## src/design/charge_reg_pkg.sv

```systemverilog
// constants and carriers for the charge-current register block
// assumes a byte-wide register port driven by an upstream serial slave
package charge_reg_pkg;
   localparam logic [7:0] ADDR_DEVICE_IDENTIFICATION = 8'h03;
   localparam logic [7:0] ADDR_CHARGE_TERMINATION_CURRENT = 8'h04;
   localparam logic [7:0] CHARGE_TERMINATION_RESET = 8'h89;
   localparam int RESET_BIT = 7;
   localparam int CHRG_MSB = 6;
   localparam int CHRG_LSB = 4;
   localparam int TERM_MSB = 2;
   localparam int TERM_LSB = 0;
   localparam int SPARE_BIT = 3;
   localparam logic [2:0] CHRG_RESET = 3'h0;
   localparam logic [2:0] TERM_RESET = 3'h1;
   // revision code value is arbitrary
   localparam logic [2:0] SILICON_REV_FIELD = 3'h2;
   // upper identification bits are arbitrary
   localparam logic [4:0] ID_UPPER = 5'h00;
   localparam logic [2:0] FAULT_NORMAL = 3'h0;
   localparam logic [2:0] FAULT_TIMER = 3'h6;
   localparam logic [7:0] READ_UNMAPPED = 8'h00;
   localparam int SAFETY_TIME_MS = 1800000;
   localparam int CLK_MHZ = 50;

   typedef struct packed {
      logic wr;
      logic rd;
      logic [7:0] addr;
      logic [7:0] wdata;
   } reg_req_t;

   typedef enum logic [1:0] {ST_READY, ST_CHARGING, ST_DONE, ST_FAULT} charge_state_t;
endpackage : charge_reg_pkg

```

## src/design/safety_timer.sv

```systemverilog
// safety timer that counts while run_i is high and holds at the limit, with restart and expiry flag
// assumes ref clock domain; limit supplied by parent
`timescale 1ns/10ps
module safety_timer #(
   parameter longint unsigned LIMIT = 64'd1000
) (
   input wire logic ref_clk_i,
   input wire logic reset_n_i,
   input wire logic clk_en_i,
   input wire logic run_i,
   input wire logic restart_i,
   output logic expired_o
);
   logic [63:0] count_q;
   logic [63:0] count_d;
   logic expired_q;
   logic expired_d;

   always_comb begin
      count_d = count_q;
      expired_d = expired_q;
      if (restart_i) begin
         count_d = 64'h0;
         expired_d = 1'b0;
      end else if (run_i && !expired_q) begin
         if (count_q >= LIMIT - 64'd1) begin
            expired_d = 1'b1;
         end else begin
            count_d = count_q + 64'd1;
         end
      end
   end

   always_ff @(posedge ref_clk_i or negedge reset_n_i) begin
      if (!reset_n_i) begin
         count_q <= 64'h0;
         expired_q <= 1'b0;
      end else if (clk_en_i) begin
         count_q <= count_d;
         expired_q <= expired_d;
      end
   end

   assign expired_o = expired_q;
endmodule : safety_timer

```

## src/design/charge_current_register_block.sv

```systemverilog
// charge/termination current register, identification register, charge cycle
// assumes a serial slave presents byte requests synchronous to ref_clk_i
`timescale 1ns/10ps
module charge_current_register_block #(
   parameter longint unsigned SAFETY_CYCLES =
      64'(charge_reg_pkg::SAFETY_TIME_MS) * 64'd1000 * 64'(charge_reg_pkg::CLK_MHZ)
) (
   input wire logic ref_clk_i,
   input wire logic reset_n_i,
   input wire logic clk_en_i,
   input wire charge_reg_pkg::reg_req_t req_i,
   input wire logic termination_allow_i,
   input wire logic charge_enable_i,
   input wire logic below_refresh_i,
   input wire logic low_current_i,
   output logic [7:0] rdata_o,
   output logic [2:0] fast_charge_sense_threshold_o,
   output logic [2:0] termination_sense_threshold_o,
   output logic charger_reset_o,
   output logic charging_o,
   output logic [2:0] fault_o,
   output charge_reg_pkg::charge_state_t state_o
);
   logic [2:0] chrg_q, chrg_d, term_q, term_d;
   logic spare_q, spare_d;
   logic rst_pulse_q, rst_pulse_d;
   logic [7:0] rdata_q, rdata_d;
   logic [2:0] fault_q, fault_d;
   charge_reg_pkg::charge_state_t state_q, state_d;
   logic charging_q, charging_d;
   logic timer_expired;
   logic timer_restart;
   logic wr_cur;

   assign wr_cur = req_i.wr && (req_i.addr == charge_reg_pkg::ADDR_CHARGE_TERMINATION_CURRENT);

   always_comb begin
      chrg_d = chrg_q;
      term_d = term_q;
      spare_d = spare_q;
      rst_pulse_d = 1'b0;
      rdata_d = rdata_q;
      if (wr_cur) begin
         rst_pulse_d = req_i.wdata[charge_reg_pkg::RESET_BIT];
         chrg_d = req_i.wdata[charge_reg_pkg::CHRG_MSB:charge_reg_pkg::CHRG_LSB];
         term_d = req_i.wdata[charge_reg_pkg::TERM_MSB:charge_reg_pkg::TERM_LSB];
         // unused bit stored
         spare_d = req_i.wdata[charge_reg_pkg::SPARE_BIT];
      end
      if (rst_pulse_q) begin
         chrg_d = charge_reg_pkg::CHRG_RESET;
         term_d = charge_reg_pkg::TERM_RESET;
         spare_d = charge_reg_pkg::CHARGE_TERMINATION_RESET[charge_reg_pkg::SPARE_BIT];
      end
      if (req_i.rd) begin
         if (req_i.addr == charge_reg_pkg::ADDR_CHARGE_TERMINATION_CURRENT) begin
            rdata_d = {1'b1, chrg_q, spare_q, term_q};
         end else if (req_i.addr == charge_reg_pkg::ADDR_DEVICE_IDENTIFICATION) begin
            rdata_d = {charge_reg_pkg::ID_UPPER, charge_reg_pkg::SILICON_REV_FIELD};
         end else begin
            rdata_d = charge_reg_pkg::READ_UNMAPPED;
         end
      end
   end

   always_ff @(posedge ref_clk_i or negedge reset_n_i) begin
      if (!reset_n_i) begin
         chrg_q <= charge_reg_pkg::CHRG_RESET;
         term_q <= charge_reg_pkg::TERM_RESET;
         spare_q <= charge_reg_pkg::CHARGE_TERMINATION_RESET[charge_reg_pkg::SPARE_BIT];
         rst_pulse_q <= 1'b0;
         rdata_q <= charge_reg_pkg::READ_UNMAPPED;
      end else if (clk_en_i) begin
         chrg_q <= chrg_d;
         term_q <= term_d;
         spare_q <= spare_d;
         rst_pulse_q <= rst_pulse_d;
         rdata_q <= rdata_d;
      end
   end

   // charge cycle sequencing
   always_comb begin
      state_d = state_q;
      fault_d = fault_q;
      case (state_q)
         charge_reg_pkg::ST_READY: begin
            if (charge_enable_i) begin
               state_d = charge_reg_pkg::ST_CHARGING;
               fault_d = charge_reg_pkg::FAULT_NORMAL;
            end
         end
         charge_reg_pkg::ST_CHARGING: begin
            if (timer_expired) begin
               state_d = charge_reg_pkg::ST_FAULT;
               fault_d = charge_reg_pkg::FAULT_TIMER;
            end else if (!charge_enable_i) begin
               state_d = charge_reg_pkg::ST_READY;
            end else if (low_current_i && termination_allow_i) begin
               state_d = charge_reg_pkg::ST_DONE;
            end
         end
         charge_reg_pkg::ST_DONE: begin
            if (!charge_enable_i) begin
               state_d = charge_reg_pkg::ST_READY;
            end else if (below_refresh_i) begin
               state_d = charge_reg_pkg::ST_CHARGING;
            end
         end
         default: begin
            if (!charge_enable_i) begin
               state_d = charge_reg_pkg::ST_READY;
            end
         end
      endcase
      if (rst_pulse_q) begin
         state_d = charge_reg_pkg::ST_READY;
         fault_d = charge_reg_pkg::FAULT_NORMAL;
      end
      charging_d = (state_d == charge_reg_pkg::ST_CHARGING);
   end

   always_ff @(posedge ref_clk_i or negedge reset_n_i) begin
      if (!reset_n_i) begin
         state_q <= charge_reg_pkg::ST_READY;
         fault_q <= charge_reg_pkg::FAULT_NORMAL;
         charging_q <= 1'b0;
      end else if (clk_en_i) begin
         state_q <= state_d;
         fault_q <= fault_d;
         charging_q <= charging_d;
      end
   end

   assign timer_restart = (state_q != charge_reg_pkg::ST_CHARGING);

   safety_timer #(
      .LIMIT(SAFETY_CYCLES)
   ) u_safety_timer (
      .ref_clk_i(ref_clk_i),
      .reset_n_i(reset_n_i),
      .clk_en_i(clk_en_i),
      .run_i(state_q == charge_reg_pkg::ST_CHARGING),
      .restart_i(timer_restart),
      .expired_o(timer_expired)
   );

   assign rdata_o = rdata_q;
   assign fast_charge_sense_threshold_o = chrg_q;
   assign termination_sense_threshold_o = term_q;
   assign charger_reset_o = rst_pulse_q;
   assign charging_o = charging_q;
   assign fault_o = fault_q;
   assign state_o = state_q;
endmodule : charge_current_register_block

```

## config.mk

```make
export PLATFORM = sky130hd
export DESIGN_NAME = charge_current_register_block
export DESIGN_NICKNAME = d
export VERILOG_FILES = /design/src/design/charge_reg_pkg.sv /design/src/design/safety_timer.sv /design/src/design/charge_current_register_block.sv
export SDC_FILE = /design/constraint.sdc
export NUM_CORES = 1
export LEC_CHECK = 0
export BUFFER_PORTS_ARGS = -buffer_cell sky130_fd_sc_hd__buf_2
export CAP_MARGIN = 20
export CORE_MARGIN = 5
export CORE_UTILIZATION = 40
export DETAILED_ROUTE_END_ITERATION = 10
export PLACE_DENSITY = 0.68
export SYNTH_ARGS = -nofsm -noshare
export SYNTH_HDL_FRONTEND = slang
export SYNTH_SLANG_ARGS = --single-unit
```

## constraint.sdc

```tcl
create_clock -name ref_clk_i -period 3.85 [get_ports ref_clk_i]
set_input_delay 0.385 -clock ref_clk_i [delete_from_list [all_inputs] [get_ports ref_clk_i]]
set_output_delay 0.385 -clock ref_clk_i [all_outputs]
set_load 0.05 [all_outputs]
```

==> impl_metrics.yaml <==
sta:
  drv_slew: 0
  hold_ws_ns: 0.217
  final.period_utilization: 0.828
  min_period_ns: 3.19
  finalSetupViolCount: 0
  hold_viol: 0
  max_freq_ghz: 0.314
  fin_tns_setup_ns: 0
  rsz0062_at_grt: "false"
  clock_skew_ns: 0.00871
  worst_pin_slew_ns: 0.899
  fin_ws_ns: 0.661
  slew_headroom: 0.399
worst_setup_path:
  worst_r2r_path_depth: 8
  cp-end-kind: "register"
  worstReg2RegStart: "u_safety_timer.count_q[0]"
  cp_max_fo: 29
  cp-startpoint: "u_safety_timer.count_q[0]"
  cp_data_required_time_ns: 4.15
  crit_type: "reg2reg"
  reg2reg_slack_ns: 0.66
  cp-endpoint: "u_safety_timer.count_q[53]"
  cp-start-kind: "register"
  reg2reg_to: "u_safety_timer.count_q[53]"
  cp.arrival_ns: 3.49
synthesis:
  synth_area_per_cell_um2: 9.44
  syn_nets: 490
  postSynthCellCount: 464
  synth_seq_cells: 85
  synth-edff-count: 0
  synth-xor-area-share: 0
  ys_async_sr_fraction: 1.00
  synthSimpleGateAreaFrac: 0.294
  synth_mux_area_frac: 0
  synth-warning-count: 0
  synth_top_family_by_area: "simple AND/OR/NAND/NOR gates"
  seq_area_frac_synth: 0.486
  synth_flop_cell: "dfrtp_1"
  synth_compound_area_frac: 0.176
  synthAdderAreaFrac: 0.00286
  synth.cell_area_um2: 4380
  ys_types: 56
route:
  drt_iter0_markers: 243
  wl_met3_um: 500
  num_vias: 3698
  antenna_left: 0
  drc: 0
  drt-pass1-iter-count: 5
  top_layer: "met4"
  wire_per_inst_um: 15.5
  drt-met1-wl_um: 4490
  vias_per_cell: 5.73
  wl_um: 10000
  wl_met2_um: 4900
min_path:
  min_from: "req_i[0]"
  worstHoldPathType: "in2reg"
  min_path_cells: 3
placement:
  gp_congestion: 0.888
  post_dp_cell_area_um2: 4720
  placedCellCount: 627
  place_ws_ns: 0.694
  io_buffers: 44
  post-dp-hpwl_um: 6920
job:
  drv_cap: 0
cts:
  cts_root_buf: "clkbuf_8"
  clock_latency_ns: 0.37
  htreeDepth: 3
  cts_resized: 0
  clock_sinks: 85
  clk_pin_slew_worst_paths_ns: 0.09
  cts_tree: "done"
  cts_made_buffers: 9
  clock_path_buffers: 2
global_route:
  grt_pass1_wl_um: 17000
  track_usage: 0.158
  antenna_found_initial: 0
  grt_max_degree: 86
  overflow: 0
  grt_pass1_vias: 3582
power_and_ir_drop:
  leakagePower_uw: 0.00237
  irDropWorstVdd_uv: 254
  powerDensity_nw_per_um2: 350
cells_and_area:
  area_growth_pct: 13.4
  final_nets: 526
  mostFrequentLayoutCells: "83 x dfrtp_1, 43 x buf_2, 41 x nand2_1, 34 x nand3_1, 29 x and2_1"
  layout_commonest_cell: "dfrtp_1"
  ff_latch_area_um2: 2130
  antenna_cells: 0
  design_area_um2: 4970
  multi_input_area_um2: 2090
  layout-drive-gt1-share: 0.162
  fillers: 1003
  fin_cells: 645
outcome:
  status: "finished, final reports clean"
die:
  die_y_um: 115
  die_w_um: 115
  io_pins: 46
  die_area_um2: 13100
  rows: 38
  initial_core_util: 0.406
  placeableCoreArea_um2: 10800
report_power, final:
part	total, uW	internal (uW)	switching, uW
combinational	168	45.1	123
clock	658	308	349
sequential	914	903	10.4
total	1740	1260	482
worst min path at each step:
stage                                             endpoint  slack (ns)
after floorplan                            charger_reset_o        0.09
after global placement                          rdata_o[7]        0.46
after detailed placement                        rdata_o[7]        0.46
after CTS                 termination_sense_threshold_o[0]        0.21
after global routing      fast_charge_sense_threshold_o[1]        0.22
final                     termination_sense_threshold_o[0]        0.22
cells by family (layout without fill, tap and decap cells):
group / count (synthesis) / count (layout)
compound gates: 111 / 111
fa+ha+maj: 1 / 1
buf+inv: 41 / 82
flops: 85 / 85
other cells: 1 / 1
simple gates: 225 / 225
synthesized netlist by cell type (all sizes together), types with 3 or more instances:
master  instances  area share
dfrtp          83        0.47
a21o           24       0.041
nor3           12       0.014
nor4b           3      0.0060
or3            16       0.023
nand3          34       0.039
buf             8       0.011
and2           30       0.043
nor2b           5      0.0071
or4            12       0.021
a22oi           4      0.0069
o21ai          15       0.017
nand2          41       0.035
nand4          13       0.019
nor2           14       0.012
nor4           15       0.027
and3            6      0.0086
a21oi          27       0.031
nand2b         14       0.020
clkbuf         19       0.017
o211ai         13       0.022
a22o           11       0.022
inv            14       0.012
routing by layer:
metal  up-vias  global-route usage
li1       1771                   -
met1      1799               0.210
met2       112               0.256
met3        16              0.0285
met4         0              0.0586
met5         -                   0
stage by stage:
step,util,total power (uW)
2_1_floorplan,-,1030
3_3_place_gp,0.438,1090
3_5_place_dp,0.438,1100
4_1_cts,0.457,1760
5_1_grt,0.460,1810
6_report,0.460,1740
cell type report:
cell class | count | area share
clock buffers | 9 | 0.0249
multi-input cells | 338 | 0.420
flip-flops and latches | 85 | 0.429
inverters | 14 | 0.0106
clock inverters | 7 | 0.0164
well taps | 140 | 0.0353
repair buffers | 52 | 0.0640
state kept, by name (all words and copies together) (netlist names):
register / count
state_o: 2
rdata_o: 8
charger_reset_o: 1
fast_charge_sense_threshold_o: 3
fault_o: 1
u_safety_timer.count_q: 64
spare_q: 1
termination_sense_threshold_o: 3
charging_o: 1
u_safety_timer.expired_o: 1
critical path, cell delays in order, from the launching register on:
cell and delay [ns]:
dfrtp_1 0.40, ha_1 0.20, nand3_1 0.15, nor3_1 0.44, o211ai_1 0.19, a2111o_1 0.63, a41oi_4 0.71, buf_12 0.25
and2_1 0.14
timing repair:
item                                   in CTS  in global routing
setup buffers                               0                  0
endpoints found under the hold margin       0                 19
hold buffers                                0                  1
No activity file was read; power rests on OpenSTA's default activity.
